==> src/verilog/ptm_defines.svh <==
// Constants of the program trace message generator: codes, widths, counts.
// Assumes inclusion by bare name from the design file.
`ifndef PTM_DEFINES_SVH
`define PTM_DEFINES_SVH
`define PTM_TCODE_DIRECT      6'h03
`define PTM_TCODE_INDIRECT    6'h04
`define PTM_TCODE_ERROR       6'h08
`define PTM_TCODE_SYNC        6'h09
`define PTM_TCODE_DIRECT_SYNC 6'h0B
`define PTM_TCODE_DIRECT_TGT  6'h39
`define PTM_ECODE_OVERRUN     5'h01
`define PTM_EVT_EXCEPTION     2'h3
`define PTM_EVT_CALL          2'h2
`define PTM_EVT_REGISTER      2'h1
`define PTM_EVT_RETURN        2'h0
`define PTM_SYNC_PERIOD       256
`define PTM_COUNT_COMPACT     8'h02
`define PTM_COUNT_EXTENDED    8'h04
`define PTM_FIFO_DEPTH        16
`endif

==> src/verilog/ptm_pkg.sv <==
// Types shared by the program trace message generator, the debugger model and the bench.
// Assumes the constants header is on the include path.
package ptm_pkg;
    // Kind of program flow change reported by the core for one retired instruction.
    typedef enum logic [2:0] {
        PTM_FLOW_NONE     = 3'b000,
        PTM_FLOW_DIRECT   = 3'b001,
        PTM_FLOW_EXCEPT   = 3'b010,
        PTM_FLOW_CALL     = 3'b011,
        PTM_FLOW_REGWRITE = 3'b100,
        PTM_FLOW_RETURN   = 3'b101
    } ptm_flow_e;

    // One retired instruction as seen by the trace unit.
    typedef struct packed {
        logic      valid;
        logic      extended;
        ptm_flow_e flow;
        logic [31:0] pc;
        logic [31:0] target;
    } ptm_retire_s;

    // One outgoing message; addr_bits gives how many address bits are significant.
    typedef struct packed {
        logic [5:0]  tcode;
        logic [31:0] addr;
        logic [5:0]  addr_bits;
        logic [7:0]  icnt;
        logic [1:0]  evt_id;
        logic [4:0]  ecode;
    } ptm_msg_s;

    // Emission states: an overrun error is followed by its sync message.
    typedef enum logic [1:0] {
        PTM_ST_RUN   = 2'b00,
        PTM_ST_ERROR = 2'b01,
        PTM_ST_SYNC  = 2'b10
    } ptm_state_e;
endpackage

==> src/verilog/ptm_trace_gen.sv <==
// Program trace message generator with its output FIFO.
// Assumes one retired instruction per cycle at most, all inputs synchronous to CLK.
`timescale 1ns/100ps
`include "ptm_defines.svh"

// Message FIFO; the drain side may stall, and full refuses writes honestly.
module ptm_fifo #(
    parameter int WIDTH = 64,
    parameter int DEPTH = 16
) (
    input  wire logic             clk,
    input  wire logic             rst_n,
    input  wire logic             in_valid,
    output logic                  in_ready,
    input  wire logic [WIDTH-1:0] in_data,
    output logic                  out_valid,
    input  wire logic             out_ready,
    output logic [WIDTH-1:0]      out_data
);
    localparam int AW = $clog2(DEPTH);
    logic [WIDTH-1:0] mem [DEPTH];   // Storage array.
    logic [AW-1:0]    wr_ptr_reg;    // Write index.
    logic [AW-1:0]    rd_ptr_reg;    // Read index.
    logic [AW:0]      count_reg;     // Number of words held.
    logic             push;
    logic             pop;

    assign in_ready  = (count_reg != (AW+1)'(DEPTH));
    assign out_valid = (count_reg != '0);
    assign out_data  = mem[rd_ptr_reg];
    assign push      = in_valid && in_ready;
    assign pop       = out_valid && out_ready;

    // Storage write; no reset needed because count guards reads.
    always_ff @(posedge clk) begin
        if (push) begin
            mem[wr_ptr_reg] <= in_data;
        end
    end

    // Pointer and occupancy tracking.
    always_ff @(posedge clk or negedge rst_n) begin
        if (!rst_n) begin
            wr_ptr_reg <= '0;
            rd_ptr_reg <= '0;
            count_reg  <= '0;
        end else begin
            if (push) begin
                wr_ptr_reg <= (wr_ptr_reg == AW'(DEPTH-1)) ? '0 : wr_ptr_reg + 1'b1;
            end
            if (pop) begin
                rd_ptr_reg <= (rd_ptr_reg == AW'(DEPTH-1)) ? '0 : rd_ptr_reg + 1'b1;
            end
            count_reg <= count_reg + (AW+1)'(push) - (AW+1)'(pop);
        end
    end
endmodule

// Function
// Target-address mode: direct branch sends code 57
// Calls, returns, interrupts, exceptions send indirect messages
// Compressed address: XOR with last sent, strip zeros
// Exception entry events use identifier 3
// Subroutine calls use identifier 2
// Register writes to PC use identifier 1
// Returns use identifier 0
// Indirect message: address, count, identifier, code 4
// Sync after leaving reset
// Sync when trace becomes enabled
// Sync on leaving power-down
// Sync on leaving debug mode
// Overrun: error code 8, then sync
// Sync on event input when selected
// Sync on byte counter overflow
// Sync after 256 unsynced branch messages
// Sync message: full PC, count, code 9
// Sync on direct branch becomes direct-with-sync
// Direct-with-sync: full target, count, code 11
// Only retired instructions traced, no speculation
// Count field holds bytes since last branch
// Plain direct branch: count and code 3
// Compact adds two, extended adds four
// Byte counter clears on each message; code clears it on branch messages only, a sync loads the step
// Debugger sets trace mode bit 2 first
module ptm_trace_gen #(
    parameter int SYNC_PERIOD = `PTM_SYNC_PERIOD,
    parameter int FIFO_DEPTH  = `PTM_FIFO_DEPTH
) (
    input  wire logic                CLK,
    input  wire logic                NRST,
    input  wire ptm_pkg::ptm_retire_s RETIRE,
    input  wire logic                TRACE_MODE_FIELD_2,
    input  wire logic                TARGET_ADDR_TRACE_ENABLE,
    input  wire logic                EVENT_INPUT_PIN,
    input  wire logic                EVENT_INPUT_SYNC_SEL,
    input  wire logic                DEBUG_MODE,
    input  wire logic                POWER_DOWN,
    output logic                     MSG_VALID,
    input  wire logic                MSG_READY,
    output ptm_pkg::ptm_msg_s        MSG,
    output logic                     OVERRUN
);
    localparam int MW = $bits(ptm_pkg::ptm_msg_s);

    logic        rst_meta_reg;        // First reset release stage.
    logic        rst_n;               // Released reset copy.
    logic        trace_on;            // Tracing allowed this cycle.
    logic        en_prev_reg;         // Trace active last cycle.
    logic        dbg_prev_reg;        // Debug mode last cycle.
    logic        pd_prev_reg;         // Power-down last cycle.
    logic        evt_prev_reg;        // Event input last cycle.
    logic        sync_pend_reg;       // A sync is owed.
    logic        lost_reg;            // A message was dropped for lack of room.
    logic [7:0]  icnt_reg;            // Bytes executed since last message.
    logic [8:0]  branch_cnt_reg;      // Unsynced branch messages sent.
    logic [31:0] last_addr_reg;       // Last transmitted address.
    ptm_pkg::ptm_state_e state_reg;   // Emission state.
    ptm_pkg::ptm_msg_s   msg_next;    // Message built this cycle.
    logic        msg_fire;            // Message built this cycle.
    logic        fifo_ready;          // FIFO has room.
    logic        fifo_valid;          // FIFO holds a message.
    logic [MW-1:0] fifo_out;          // FIFO head.
    logic        sync_cause;          // A sync condition arises now.
    logic        overflow;            // Byte counter would overflow.
    logic [7:0]  step;                // Bytes this instruction adds.
    logic        is_branch;
    logic        is_indirect;
    logic        out_valid_reg;       // Output stage valid.
    ptm_pkg::ptm_msg_s out_msg_reg;   // Output stage message.
    logic        overrun_reg;         // Overrun flag for the output pin.

    // Reset release through two flip-flops so all logic leaves reset together.
    always_ff @(posedge CLK or negedge NRST) begin
        if (!NRST) begin
            rst_meta_reg <= 1'b0;
            rst_n        <= 1'b0;
        end else begin
            rst_meta_reg <= 1'b1;
            rst_n        <= rst_meta_reg;
        end
    end

    // Leading-zero strip: count of significant bits in an address.
    function automatic logic [5:0] sig_bits(input logic [31:0] a);
        logic [5:0] n;
        n = 6'h00;
        for (int i = 0; i < 32; i++) begin
            if (a[i]) begin
                n = 6'(i + 1);
            end
        end
        return n;
    endfunction

    // Maps a flow kind to its event identifier.
    function automatic logic [1:0] evt_code(input ptm_pkg::ptm_flow_e f);
        case (f)
            ptm_pkg::PTM_FLOW_EXCEPT:   evt_code = `PTM_EVT_EXCEPTION;
            ptm_pkg::PTM_FLOW_CALL:     evt_code = `PTM_EVT_CALL;
            ptm_pkg::PTM_FLOW_REGWRITE: evt_code = `PTM_EVT_REGISTER;
            default:                    evt_code = `PTM_EVT_RETURN;
        endcase
    endfunction

    // Trace runs only with the mode bit set and outside debug mode and power-down.
    assign trace_on    = TRACE_MODE_FIELD_2 && !DEBUG_MODE && !POWER_DOWN;
    assign is_branch   = RETIRE.valid && trace_on && (RETIRE.flow != ptm_pkg::PTM_FLOW_NONE);
    assign is_indirect = is_branch && (RETIRE.flow != ptm_pkg::PTM_FLOW_DIRECT);
    assign step        = RETIRE.extended ? `PTM_COUNT_EXTENDED : `PTM_COUNT_COMPACT;
    assign overflow    = RETIRE.valid && trace_on && !is_branch
                         && ({1'b0, icnt_reg} + {1'b0, step} > 9'h0FF);
    assign sync_cause  = (trace_on && !en_prev_reg && !dbg_prev_reg && !pd_prev_reg)
                         || (dbg_prev_reg && !DEBUG_MODE)
                         || (pd_prev_reg && !POWER_DOWN)
                         || (EVENT_INPUT_PIN && !evt_prev_reg && EVENT_INPUT_SYNC_SEL)
                         || overflow
                         || (branch_cnt_reg >= 9'(SYNC_PERIOD));

    // Message builder; one message at most per cycle, chosen by priority.
    always_comb begin
        msg_next = '0;
        msg_fire = 1'b0;
        msg_next.icnt = icnt_reg;
        if (state_reg == ptm_pkg::PTM_ST_ERROR) begin
            msg_next.tcode = `PTM_TCODE_ERROR;
            msg_next.ecode = `PTM_ECODE_OVERRUN;
            msg_fire       = 1'b1;
        end else if (!trace_on) begin
            msg_fire = 1'b0;
        end else if (is_indirect) begin
            msg_next.tcode     = `PTM_TCODE_INDIRECT;
            msg_next.addr      = RETIRE.target ^ last_addr_reg;
            msg_next.addr_bits = sig_bits(RETIRE.target ^ last_addr_reg);
            msg_next.evt_id    = evt_code(RETIRE.flow);
            msg_fire           = 1'b1;
        end else if (is_branch && (sync_pend_reg || sync_cause)) begin
            msg_next.tcode     = `PTM_TCODE_DIRECT_SYNC;
            msg_next.addr      = RETIRE.target;
            msg_next.addr_bits = sig_bits(RETIRE.target);
            msg_fire           = 1'b1;
        end else if (is_branch && TARGET_ADDR_TRACE_ENABLE) begin
            msg_next.tcode     = `PTM_TCODE_DIRECT_TGT;
            msg_next.addr      = RETIRE.target ^ last_addr_reg;
            msg_next.addr_bits = sig_bits(RETIRE.target ^ last_addr_reg);
            msg_fire           = 1'b1;
        end else if (is_branch) begin
            msg_next.tcode = `PTM_TCODE_DIRECT;
            msg_fire       = 1'b1;
        end else if (RETIRE.valid && (sync_pend_reg || sync_cause)) begin
            msg_next.tcode     = `PTM_TCODE_SYNC;
            msg_next.addr      = RETIRE.pc;
            msg_next.addr_bits = sig_bits(RETIRE.pc);
            msg_fire           = 1'b1;
        end
    end

    // Edge history of the sync sources.
    always_ff @(posedge CLK or negedge rst_n) begin
        if (!rst_n) begin
            en_prev_reg  <= 1'b0;
            dbg_prev_reg <= 1'b0;
            pd_prev_reg  <= 1'b0;
            evt_prev_reg <= 1'b0;
        end else begin
            en_prev_reg  <= trace_on;
            dbg_prev_reg <= DEBUG_MODE;
            pd_prev_reg  <= POWER_DOWN;
            evt_prev_reg <= EVENT_INPUT_PIN;
        end
    end

    // Overrun state: a dropped message forces error then sync, set winning over clear.
    always_ff @(posedge CLK or negedge rst_n) begin
        if (!rst_n) begin
            state_reg <= ptm_pkg::PTM_ST_RUN;
            lost_reg  <= 1'b0;
        end else begin
            case (state_reg)
                ptm_pkg::PTM_ST_RUN: begin
                    if (msg_fire && !fifo_ready) begin
                        lost_reg  <= 1'b1;
                        state_reg <= ptm_pkg::PTM_ST_ERROR;
                    end
                end
                ptm_pkg::PTM_ST_ERROR: begin
                    if (fifo_ready) begin
                        lost_reg  <= 1'b0;
                        state_reg <= ptm_pkg::PTM_ST_SYNC;
                    end
                end
                ptm_pkg::PTM_ST_SYNC: begin
                    state_reg <= ptm_pkg::PTM_ST_RUN;
                end
                default: begin
                    state_reg <= ptm_pkg::PTM_ST_RUN;
                end
            endcase
        end
    end

    // Sync pending: set at reset and on causes, cleared when a sync-bearing message goes out.
    always_ff @(posedge CLK or negedge rst_n) begin
        if (!rst_n) begin
            sync_pend_reg <= 1'b1;
        end else if (state_reg == ptm_pkg::PTM_ST_SYNC) begin
            sync_pend_reg <= 1'b1;
        end else if (msg_fire && fifo_ready && state_reg == ptm_pkg::PTM_ST_RUN
                     && (msg_next.tcode == `PTM_TCODE_SYNC
                         || msg_next.tcode == `PTM_TCODE_DIRECT_SYNC)) begin
            sync_pend_reg <= 1'b0;
        end else if (sync_cause) begin
            sync_pend_reg <= 1'b1;
        end
    end

    // Byte counter, branch counter and last address; the counter restarts on each message accepted in the run state.
    always_ff @(posedge CLK or negedge rst_n) begin
        if (!rst_n) begin
            icnt_reg       <= 8'h00;
            branch_cnt_reg <= 9'h000;
            last_addr_reg  <= 32'h0000_0000;
        end else if (msg_fire && fifo_ready && state_reg == ptm_pkg::PTM_ST_RUN) begin
            icnt_reg <= is_branch ? 8'h00 : step;
            if (msg_next.tcode == `PTM_TCODE_SYNC || msg_next.tcode == `PTM_TCODE_DIRECT_SYNC) begin
                branch_cnt_reg <= 9'h000;
                last_addr_reg  <= (msg_next.tcode == `PTM_TCODE_SYNC) ? RETIRE.pc : RETIRE.target;
            end else begin
                branch_cnt_reg <= branch_cnt_reg + 9'h001;
                if (msg_next.addr_bits != 6'h00 || msg_next.tcode != `PTM_TCODE_DIRECT) begin
                    last_addr_reg <= RETIRE.target;
                end
            end
        end else if (RETIRE.valid && trace_on && !is_branch) begin
            icnt_reg <= icnt_reg + step;
        end
    end

    ptm_fifo #(
        .WIDTH (MW),
        .DEPTH (FIFO_DEPTH)
    ) u_fifo (
        .clk       (CLK),
        .rst_n     (rst_n),
        .in_valid  (msg_fire),
        .in_ready  (fifo_ready),
        .in_data   (msg_next),
        .out_valid (fifo_valid),
        .out_ready (!out_valid_reg || MSG_READY),
        .out_data  (fifo_out)
    );

    // Output stage so every output comes from a flip-flop.
    always_ff @(posedge CLK or negedge rst_n) begin
        if (!rst_n) begin
            out_valid_reg <= 1'b0;
            out_msg_reg   <= '0;
            overrun_reg   <= 1'b0;
        end else begin
            if (!out_valid_reg || MSG_READY) begin
                out_valid_reg <= fifo_valid;
                out_msg_reg   <= fifo_out;
            end
            overrun_reg <= lost_reg;
        end
    end

    assign MSG_VALID = out_valid_reg;
    assign MSG       = out_msg_reg;
    assign OVERRUN   = overrun_reg;

    // An accepted error message is always followed by the sync state, then a sync owed.
    error_sync_a: assert property (@(posedge CLK) disable iff (!rst_n)
        state_reg == ptm_pkg::PTM_ST_ERROR && fifo_ready |=> state_reg == ptm_pkg::PTM_ST_SYNC
        ##1 sync_pend_reg) else $error("Overrun error not followed by sync.");
    // Indirect message carries code 4 and the right identifier.
    indirect_fmt_a: assert property (@(posedge CLK) disable iff (!rst_n)
        msg_fire && is_indirect && state_reg == ptm_pkg::PTM_ST_RUN |->
        msg_next.tcode == 6'h04 && msg_next.evt_id == evt_code(RETIRE.flow))
        else $error("Indirect message malformed.");
    // Byte counter clears after an accepted branch message.
    icnt_clear_a: assert property (@(posedge CLK) disable iff (!rst_n)
        msg_fire && fifo_ready && is_branch && state_reg == ptm_pkg::PTM_ST_RUN
        |=> icnt_reg == 8'h00) else $error("Byte counter not cleared.");
    // Sequential instructions add their size.
    icnt_step_a: assert property (@(posedge CLK) disable iff (!rst_n)
        RETIRE.valid && trace_on && !is_branch && !msg_fire
        |=> icnt_reg == $past(icnt_reg) + ($past(RETIRE.extended) ? 8'h04 : 8'h02))
        else $error("Byte counter step wrong.");
    // Leaving debug mode owes a sync.
    debug_exit_a: assert property (@(posedge CLK) disable iff (!rst_n)
        dbg_prev_reg && !DEBUG_MODE && !msg_fire |=> sync_pend_reg)
        else $error("No sync owed after debug exit.");
    // Direct branch with sync replaces a pending sync.
    direct_sync_a: assert property (@(posedge CLK) disable iff (!rst_n)
        is_branch && !is_indirect && sync_pend_reg && state_reg == ptm_pkg::PTM_ST_RUN
        |-> msg_next.tcode == 6'h0B) else $error("Direct-with-sync not chosen.");
    // Target-address mode replaces plain direct messages.
    target_mode_a: assert property (@(posedge CLK) disable iff (!rst_n)
        is_branch && !is_indirect && !sync_pend_reg && !sync_cause && TARGET_ADDR_TRACE_ENABLE
        && state_reg == ptm_pkg::PTM_ST_RUN |-> msg_next.tcode == 6'h39)
        else $error("Target address message not chosen.");
    // No message without trace enabled while in the run state.
    trace_gate_a: assert property (@(posedge CLK) disable iff (!rst_n)
        !trace_on && state_reg == ptm_pkg::PTM_ST_RUN |-> !msg_fire)
        else $error("Message while trace disabled.");
endmodule

==> config.mk <==
export PLATFORM = sky130hd
export DESIGN_NAME = ptm_trace_gen
export DESIGN_NICKNAME = d
export VERILOG_FILES = /design/src/verilog/ptm_pkg.sv /design/src/verilog/ptm_trace_gen.sv
export VERILOG_INCLUDE_DIRS = /design/src /design/src/verilog
export SDC_FILE = /design/constraint.sdc
export NUM_CORES = 1
export LEC_CHECK = 0
export ABC_AREA = 1
export ABC_CLOCK_PERIOD_IN_PS = 4500
export BUFFER_PORTS_ARGS = -buffer_cell sky130_fd_sc_hd__buf_2
export CORE_ASPECT_RATIO = 0.8
export CORE_MARGIN = 4
export CORE_UTILIZATION = 30
export CTS_BUF_LIST = sky130_fd_sc_hd__clkbuf_2 sky130_fd_sc_hd__clkbuf_4 sky130_fd_sc_hd__clkbuf_8
export DETAILED_ROUTE_END_ITERATION = 10
export SYNTH_ARGS = -nofsm -noshare
export SYNTH_HDL_FRONTEND = slang
export SYNTH_SLANG_ARGS = --single-unit
==> constraint.sdc <==
create_clock -name CLK -period 4.5 [get_ports CLK]
set_input_delay 0.9 -clock CLK [delete_from_list [all_inputs] [get_ports CLK]]
set_output_delay 0.9 -clock CLK [all_outputs]
set_load 0.03 [all_outputs]
Yosys cells after proc, flatten, opt, wreduce, memory -nomap -nowiden
Memory sizes are Yosys's and may differ from the RTL's. A register that Yosys moved wholly into a read port is not among the register bits.
Index checks and enable logic that the tools add are counted.
Storage, ports and cells
  logic and storage cells: 233
  flip-flop bits (word level): 79
  memory bits (read-only): 0
  memories kept: 1
  memory bits (writable): 880
  latch bits: 0
  output and inout bits: 61
  input port bits: 78
Cells by class
  divide/modulo/power cells: 0
  bitwise logic cells: 1
  reduce and logical (&&, ||, !) cells: 52
  magnitude comparators: 2
  add/sub/neg operators: 7
  equal/unequal tests: 14
  multipliers: 0
  shift operators: 0
  multiplexer cells: 138
Memories
  u_fifo.mem: words 16, bits a word 55, read ports 1, clocked after memory_dff 1, write ports 1, line ptm_trace_gen.sv:21  | logic [WIDTH-1:0] mem [DEPTH];
Operators with widths (number)
  6-bit two-way mux: 94
  44-bit two-way mux: 4
  32-bit two-way mux: 3
  38-bit two-way mux: 2
  42-bit two-way mux: 1
  32-bit XOR: 1
  1-bit logical AND: 22
  1-bit two-way mux: 18
  8-bit two-way mux: 2
  6-bit by 4-bit equality test with 1-bit output, second input constant: 2
  4-bit two-way mux: 3
  1-bit logical NOT: 10
  2-bit two-way mux: 5
  8-bit by 3-bit adder with 9-bit output: 1
  9-bit by 1-bit adder with 9-bit output, second input constant: 1
  9-bit >= comparator, second input constant: 1
  9-bit by 8-bit greater-than comparator with 1-bit output, second input constant: 1
  1-bit logical OR: 9
  9-bit two-way mux: 1
  4-bit by 1-bit adder with 4-bit output, second input constant: 2
  8-bit by 3-bit adder with 8-bit output: 1
  4-bit equality test, second input constant: 2
  3-bit by 2-bit equality test with 1-bit output, second input constant: 2
  3-bit two-way mux: 2
  19 further kinds: 24

Longest topological paths before layout
Gate-level depths: netlist of the first run.
  depth in word-level cells: 44
  depth in mapped cells: 35
  mapped depth without buffers: 35

Modules after synthesis
Synthesis of the first run repeated with hierarchy kept, for this count alone.
Second synthesis, totals
  cell total of the unflattened synthesis: 5095
  area total of the unflattened synthesis: 49449.9 um^2
By module, submodules not included
  ptm_fifo: cells each 4135, area an instance 41944.0 um^2, instances 1, seq. area each 28672.5 um^2
  ptm_trace_gen: cells each 960, area an instance 7505.9 um^2, instances 1, seq. area each 2979.1 um^2

Worst setup path after synthesis of the first run
Ideal clock, no wire load.
  kind: in2reg
  start: input DEBUG_MODE
  end: memory u_fifo.mem[11][0] in the netlist's numbering, enable pin
  library setup time: 0.462 ns
  path buffers: 0
  stages on the path: 13
  data required time: 4.038 ns
  arrival time: 4.406 ns
  path slack: -0.368 ns
  cells stage by stage: nor3_4 inv_2 nor2_4 inv_2 nor2_4 nand4_1 o2111ai_2 nand2_2 nand3_2 nand2_2 inv_4 nand2_1 nor2_1
Between the ends
  longest elaborated chain between the ends: 23
  elaborated cells between the ends (all ways): 32
  those cells by class: mux (9); reduce/logical (23)
RTL lines
  start: declaration: line ptm_trace_gen.sv:96  | input wire logic DEBUG_MODE,
  1-bit logical NOT (*): line ptm_trace_gen.sv:166, ptm_trace_gen.sv:173
  1-bit logical AND (2 in a row): line ptm_trace_gen.sv:166  | assign trace_on = TRACE_MODE_FIELD_2 && !DEBUG_MODE && !POWER_DOWN;
  1-bit logical AND (3 in a row): line ptm_trace_gen.sv:172  | assign sync_cause = (trace_on && !en_prev_reg && !dbg_prev_reg && !pd_prev_reg)
  1-bit logical OR: line ptm_trace_gen.sv:173  | || (dbg_prev_reg && !DEBUG_MODE)
  1-bit logical OR: line ptm_trace_gen.sv:174  | || (pd_prev_reg && !POWER_DOWN)
  1-bit logical OR: line ptm_trace_gen.sv:175  | || (EVENT_INPUT_PIN && !evt_prev_reg && EVENT_INPUT_SYNC_SEL)
  1-bit logical OR: line ptm_trace_gen.sv:176  | || overflow
  1-bit logical OR: line ptm_trace_gen.sv:177  | || (branch_cnt_reg >= 9'(SYNC_PERIOD));
  [... 5 more ...]
  1-bit two-way mux: line ptm_trace_gen.sv:196  | end else if (is_branch && (sync_pend_reg || sync_cause)) begin
  1-bit two-way mux: line ptm_trace_gen.sv:190  | end else if (is_indirect) begin
  1-bit two-way mux (*): line ptm_trace_gen.sv:188  | end else if (!trace_on) begin
  1-bit two-way mux (*): line ptm_trace_gen.sv:184  | if (state_reg == ptm_pkg::PTM_ST_ERROR) begin
  1-bit logical AND (*): line ptm_trace_gen.sv:31  | assign push = in_valid && in_ready;
  net u_fifo.push: line ptm_trace_gen.sv:25  | logic push;
  1-bit two-way mux (*): line ptm_trace_gen.sv:36  | if (push) begin
  1-bit two-way mux (not written as such) (*): line ptm_trace_gen.sv:37  | mem[wr_ptr_reg] <= in_data;
  end: declaration: line ptm_trace_gen.sv:21
The timed path passes the listed nets; every way through them passes the cells marked *.

==> impl_metrics.py, run 1 <==
metrics = {
    "power": {
        "powerDensity_nw_per_um2": 578.4,
        "p_leak_uw": 0.01616,
        "peakVddDrop_mv": 0.4981,
    },
    "outcome": {
        "status": "completed",
    },
    "final_layout": {
        "num-fill-cells": 12930,
        "drive_gt1_frac": 0.1615,
        "seqCellArea_um2": 28130,
        "fin_area_um2": 46340,
        "largest_register_ff_count": 832,
        "nets": 3613,
        "multi_input_area_um2": 10540,
        "area_growth_pct": 16.40,
    },
    "floorplanning": {
        "die_h_um": 333.8,
        "initial_core_util": 0.3021,
        "dieArea_um2": 138600,
        "num_io_pins": 139,
        "core_um2": 131800,
        "fp.dieW_um": 415.3,
        "num_rows": 119,
    },
    "setup_path": {
        "cpMostUsedCell": "nand2_4",
        "cpMaxStageDelayCell": "dfrtp_1",
        "critical_path.max_stage_delay_ns": 0.63,
        "path_class": "flip-flop to flip-flop",
        "regToRegSetupSlack_ns": 0.73,
        "reg2regPathDepth": 15,
        "crit_chain": "ha_1, a21oi_1, nor2_1, nand4_1, o2111ai_2, nand2_4, inv_4, nand2_4, nand3_2, a31oi_2, inv_2, o21ai_4, buf_4, nand2_1, o21ai_1",
        "cp-end-kind": "flip-flop",
        "crit_fanout": 36,
        "cp.required_ns": 5.23,
        "r2r-start": "icnt_reg[1]$_DFFE_PN0N_",
        "crit_arrival_ns": 4.50,
        "start_kind": "flip-flop",
        "cp_num_cells": 15,
        "path_delay_family": "compound AO/OA/AOI/OAI gates",
        "path_buf_inv": 3,
        "critical_path.reg2reg.endpoint": "last_addr_reg[6]$_DFFE_PN0P_",
    },
    "grt": {
        "antenna_found_initial": 1,
        "grt_pass1_wl_um": 169100,
        "grt_max_degree": 195,
        "grt_pass1_vias": 26270,
        "overflow": 0,
        "grt_util_all_layers": 0.1591,
    },
    "timing": {
        "max_slew_margin": 0.3063,
        "hold_violations": 0,
        "setup-violations-final": 0,
        "rsz0062_at_grt": "no",
        "period_needed_ns": 3.775,
        "clock_skew_ns": 0.03689,
        "hold_slack_ns": 0.2418,
        "fmax_mhz": 264.9,
        "drv_slew": 0,
        "fin_crit_sh": 0.8388,
        "worst_pin_slew_ns": 1.040,
    },
    "synth": {
        "ys_warn_count": 0,
        "ys_seq_elements": 957,
        "synth_cell_types": 60,
        "synth_top_area_share": 0.6276,
        "postSynthAreaPerCell_um2": 11.95,
        "netlist_instances": 3330,
        "netlist_area_um2": 39810,
        "synth-edff-count": 832,
        "yosysSeqAreaShare": 0.7062,
        "yosys-top-cells-area": "edfxtp_1 63%, dfrtp_1 7.8%, o21ai_0 6.4%",
        "async_reset_ff_frac": 0.1306,
        "netlist.top_cell.by_area": "edfxtp_1",
        "ys.flop_type": "edfxtp_1",
    },
    "routing": {
        "post_drt_via_cell_ratio": 5.057,
        "first_pass_iters": 5,
        "wl_per_cell_um": 21.01,
        "vias": 27320,
        "drc": 0,
        "ant_nets": 0,
        "wirelength_um": 113500,
        "drtIter0Drc": 2694,
    },
    "clocking": {
        "clockBufferDepth": 3,
        "cts_buffers": 156,
        "cts_sinks": 957,
        "htree_levels": 4,
        "cts_tree": "done",
        "post_cts_buffers": 0,
        "root_buffer": "clkbuf_8",
        "clkTransAtPathRegs_ns": 0.07,
        "insertion_delay_ns": 0.81,
    },
    "placed_design": {
        "post_dp_cell_area_um2": 43190,
        "hpwl_um": 68410,
        "gp_congestion": 0.8403,
        "io_buffer_count": 133,
    },
    "min_path": {
        "min-delay-start": "EVENT_INPUT_PIN",
        "hold_end": "evt_prev_reg$_DFF_PN0_",
        "whs_path_depth": 1,
        "hold_class": "input port to flip-flop",
    },
    "job": {
        "maxCapViolations": 0,
    },
}
-- synth_stat cells (8+ instances only) --
cell type	n
edfxtp_1	832
nor2_1	535
o21ai_0	507
nand2_1	349
clkbuf_1	185
o22ai_1	144
inv_1	136
dfrtp_1	124
o221ai_1	88
nand3_1	71
a41oi_1	52
a21oi_1	48
o21ai_1	35
xnor2_1	31
a211oi_1	24
o211ai_1	21
ha_1	14
buf_1	13
inv_2	12
nor3_1	11
buf_2	10
a221oi_1	8
-- layout make-up --
type | count | area share
diodes | 2 | 0.0001080
clock inverters | 60 | 0.009343
inverters | 152 | 0.01280
flip-flops and latches | 957 | 0.6070
clock buffers | 225 | 0.05832
multi-input cells | 2009 | 0.2274
repair buffers | 243 | 0.03764
well taps | 1754 | 0.04736
-- report_power, final --
| part | internal, µW | switching [µW] | total (µW) |
|---|---|---|---|
| Sequential | 10300 | 683 | 11000 |
| Clock | 4080 | 3450 | 7530 |
| Combinational | 2400 | 5890 | 8300 |
| Total | 16800 | 10000 | 26800 |
-- logic make-up (layout without fill, tap and decap cells) --
| group | after synthesis | in the layout | share of synthesized area |
|---|---|---|---|
| AO/OA/AOI/OAI | 944 | 944 | 0.1415 |
| adder cells (fa/ha/maj) | 16 | 16 | 0.005406 |
| AND/OR/NAND/NOR | 1006 | 1006 | 0.1026 |
| flip-flops | 957 | 957 | 0.7062 |
| buffers and inverters | 368 | 680 | 0.03599 |
| XOR/XNOR | 37 | 37 | 0.008141 |
| other | 2 | 8 | 0.0001887 |
-- timing repair --
action / in CTS / in global routing
gates resized for setup: 0 / 0
endpoints found under the hold margin: 2 / 0
hold buffers: 1 / 0
endpoints found under the setup margin: 0 / 0
-- worst max-delay path by stage --
stage                             from                           end  slack, ns
3_3_place_gp                 RETIRE[1]   u_fifo.mem[9][11]$_DFFE_PP_       0.42
3_5_place_dp                RETIRE[67]  last_addr_reg[6]$_DFFE_PN0P_       0.40
2_1_floorplan               DEBUG_MODE   u_fifo.mem[11][0]$_DFFE_PP_      -0.37
6_report       icnt_reg[1]$_DFFE_PN0N_  last_addr_reg[6]$_DFFE_PN0P_       0.73
5_1_grt        icnt_reg[1]$_DFFE_PN0N_  last_addr_reg[7]$_DFFE_PN0P_       0.39
4_1_cts        icnt_reg[1]$_DFFE_PN0N_  last_addr_reg[6]$_DFFE_PN0P_       0.75
-- layout by cell type, fill, tap and decap left out, types with 26 or more instances in the layout --
cell type	Yosys	final
dfrtp_1	124	120
buf_4	7	89
o21ai_0	507	507
clkbuf_8	0	162
clkbuf_4	0	63
clkinv_1	2	26
a41oi_1	52	52
a21oi_1	48	48
nand2_1	349	347
o221ai_1	88	88
inv_1	136	134
nand3_1	71	70
edfxtp_1	832	832
o22ai_1	144	144
xnor2_1	31	31
nor2_1	535	518
o21ai_1	35	35
buf_2	10	133
-- metal layers --
layer	GRT usage	vias to the layer above	wire, µm
li1	-	12600	-
met1	0.2354	13450	52420
met2	0.2359	1111	49710
met3	0.03149	164	8787
met4	0.04722	0	2608
met5	0	-	0
-- per-stage QoR --
step	utilization	setup slack [ns]	setup TNS, ns	cells	power (µW)
after detailed placement	0.3278	0.3982	0	5114	19460
after CTS	0.3516	0.7473	0	5400	27020
final	0.3517	0.7252	0	5402	26800
after global routing	0.3516	0.3918	0	5400	28360
after floorplan	-	-0.3677	-239.38	3334	16340
after global placement	0.3278	0.4152	0	5114	19380
Power figures use the tool's default switching activity.
==> inputs of run 2 (changes only) <==
Settings changed: ABC_AREA 1 to 0, ABC_CLOCK_PERIOD_IN_PS 4500 to 3400.
Clock period 4.5 ns to 3.4 ns, I/O delays scaled along.
==> run 2 against run 1 <==
Net effect: first-iteration DRC count down 17%; combinational power rose by 7.8%; synthesized area decreased by 0.95%; highest routed layer unchanged; count of clock-buffer cells in the layout decreased by 18; largest power group unchanged; total power increased by 23%; setup slack got worse by 0.46 ns; synthesized cell count shrank 38%.
==> impl_metrics.py, run 2 <==
metrics = {
    "routing": {
        "vias": 21740,
        "drc": 0,
        "drtIter0Drc": 2229,
        "post_drt_via_cell_ratio": 5.065,
        "ant_nets": 0,
        "wl_per_cell_um": 23.78,
        "first_pass_iters": 6,
        "wirelength_um": 102100,
    },
    "power": {
        "peakVddDrop_mv": 0.4885,
        "powerDensity_nw_per_um2": 701.9,
        "p_leak_uw": 0.01571,
    },
    "grt": {
        "grt_util_all_layers": 0.1488,
        "grt_max_degree": 65,
        "grt_pass1_vias": 22860,
        "antenna_found_initial": 7,
        "overflow": 0,
        "grt_pass1_wl_um": 152700,
    },
    "synth": {
        "postSynthAreaPerCell_um2": 18.96,
        "synth.most_common_cell": "edfxtp_1",
        "yosys-top-cells-area": "edfxtp_1 63%, mux4_2 15%, dfrtp_1 7.9%",
        "ys_warn_count": 0,
        "ys.flop_type": "edfxtp_1",
        "synthTopCellsByCount": "832 x edfxtp_1, 260 x mux4_2, 124 x dfrtp_1, 116 x nor2_1, 77 x o21ai_0",
        "netlist.top_cell.by_area": "edfxtp_1",
        "async_reset_ff_frac": 0.1306,
        "yosysSeqAreaShare": 0.7130,
        "synth-edff-count": 832,
        "netlist_instances": 2080,
        "synth_cell_types": 74,
        "ys_seq_elements": 957,
        "netlist_area_um2": 39430,
        "synth_top_area_share": 0.6336,
    },
    "timing": {
        "worst_pin_slew_ns": 0.7931,
        "max_slew_margin": 0.4713,
        "fin_crit_sh": 0.9214,
        "rsz0062_at_grt": "no",
        "period_needed_ns": 3.133,
        "hold_violations": 0,
        "hold_slack_ns": 0.1063,
        "drv_slew": 0,
        "fmax_mhz": 319.2,
        "setup-violations-final": 0,
        "clock_skew_ns": 0.02919,
    },
    "final_layout": {
        "area_growth_pct": 19.25,
        "num-fill-cells": 12050,
        "final_common_cell": "edfxtp_1",
        "final_cell_mix": "832 x edfxtp_1, 260 x mux4_2, 160 x clkbuf_8, 133 x buf_2, 119 x dfrtp_1",
        "fin_cells": 4293,
        "seqCellArea_um2": 28130,
        "drive_gt1_frac": 0.3681,
        "nets": 2518,
        "multi_input_area_um2": 10830,
        "largest_register_ff_count": 832,
    },
    "placed_design": {
        "io_buffer_count": 133,
        "place_inst": 4010,
        "gp_congestion": 0.8910,
        "hpwl_um": 66360,
    },
    "clocking": {
        "clkTransAtPathRegs_ns": 0.06,
        "cts_tree": "done",
        "insertion_delay_ns": 0.82,
        "hold_buffers": 2,
        "htree_levels": 4,
        "root_buffer": "clkbuf_8",
        "post_cts_buffers": 0,
        "cts_sinks": 957,
        "cts_buffers": 150,
        "cts_resized": 0,
        "clockBufferDepth": 3,
    },
    "setup_path": {
        "start_kind": "input port",
        "critical_path.max_stage_delay_ns": 0.58,
        "cp.required_ns": 4.06,
        "crit_arrival_ns": 3.79,
        "crit_chain": "buf_2, or3b_4, buf_4, nor4_1, buf_4, nor2_1, nor2_2, buf_4, o21ai_0, a221oi_1, buf_4",
        "cpMaxStageDelayCell": "a221oi_1",
        "crit_fanout": 21,
        "cp-end-kind": "flip-flop",
        "cpMostUsedCell": "buf_4",
        "path_class": "input port to flip-flop",
        "reg2regPathDepth": 8,
    },
    "floorplanning": {
        "num_rows": 118,
        "fp.dieW_um": 413.3,
        "core_um2": 129900,
        "dieArea_um2": 137300,
        "die_h_um": 332.3,
        "num_io_pins": 139,
        "initial_core_util": 0.3035,
    },
    "job": {
        "maxCapViolations": 0,
    },
    "min_path": {
        "whs_path_depth": 2,
        "hold_class": "input port to flip-flop",
    },
    "outcome": {
        "status": "completed",
    },
}
-- run 2: cell types whose count changed in the layout (fill, tap and decap cells not counted), sizes merged, moves of 49 or more --
cell    change
o21ai     -463
nor2      -421
nand2     -298
mux4      +260
o22ai     -136
inv       -118
o221ai     -88
nand3      -58
mux2       +56
buf        +55
a41oi      -49
-- run 2: stage by stage --
step	area (µm²)	TNS, ns	setup WS, ns	total power, µW	util
4_1_cts	47020	0	0.3314	33510	0.3619
6_report	47020	0	0.2672	33000	0.3619
5_1_grt	47020	0	0.2310	34650	0.3619
2_1_floorplan	39530	-55.23	-0.1383	20490	-
3_3_place_gp	43870	-100.58	-0.5423	23320	0.3377
3_5_place_dp	43870	-93.30	-0.5134	23440	0.3377
-- run 2: layout make-up --
cell class | instances | share of cell area
sequential | 957 | 0.5982
multi-input combinational | 980 | 0.2304
timing repair buffer | 299 | 0.05567
clock buffer | 207 | 0.05434
tap | 1740 | 0.04630
clock inverter | 72 | 0.01208
inverter | 36 | 0.002874
antenna | 2 | 0.0001064
-- run 2: report_power, final --
group          internal (µW)  total, µW  switching, µW
logic                   4320       8950           4630
clock network           5450      10000           4570
registers              13400      14000            661
-- run 2: path summary, 6_finish.rpt --
check | start | endpoint | slack [ns]
hold / removal | DEBUG_MODE | dbg_prev_reg$_DFF_PN0_ | 0.11
setup reg to reg | en_prev_reg$_DFF_PN0_ | u_fifo.mem[15][31]$_DFFE_PP_ | 0.30
setup / recovery | DEBUG_MODE | u_fifo.mem[15][31]$_DFFE_PP_ | 0.27
hold reg to reg | rst_n$_DFF_PN0_ | last_addr_reg[11]$_DFFE_PN0P_ | 0.25
max in group asynchronous | rst_n$_DFF_PN0_ | MSG[50]$_DFFE_PN0N_ | 2.28
min in group asynchronous | NRST | rst_n$_DFF_PN0_ | 0.17
-- run 2: cell families (layout without fill, tap and decap cells) --
kind of cell | Yosys count | in the layout | share of synthesized area
AOI/OAI and AO/OA | 275 | 275 | 0.04747
other | 2 | 8 | 0.0001905
DFF | 957 | 957 | 0.7130
and+or+nand+nor | 292 | 292 | 0.03525
buffers and inverters | 147 | 614 | 0.01650
muxes | 348 | 348 | 0.1726
xor gates and xnor gates | 43 | 43 | 0.009551
adders and majority gates | 16 | 16 | 0.005458
-- run 2: routing by layer --
metal	global-route usage	vias up	wire (µm)	part of all wire
met5	0	-	0	0
met4	0.04031	0	1950	0.019
met3	0.03205	163	7743	0.076
met2	0.2203	918	45740	0.45
met1	0.2215	11450	46650	0.46
li1	-	9212	-	-
-- run 2: worst max-delay path: cells and delay by family --
kind	cells	cell delay [ns]
AND/OR/NAND/NOR	4	1.26
buffers and inverters	5	1.12
AO/OA/AOI/OAI	2	0.71
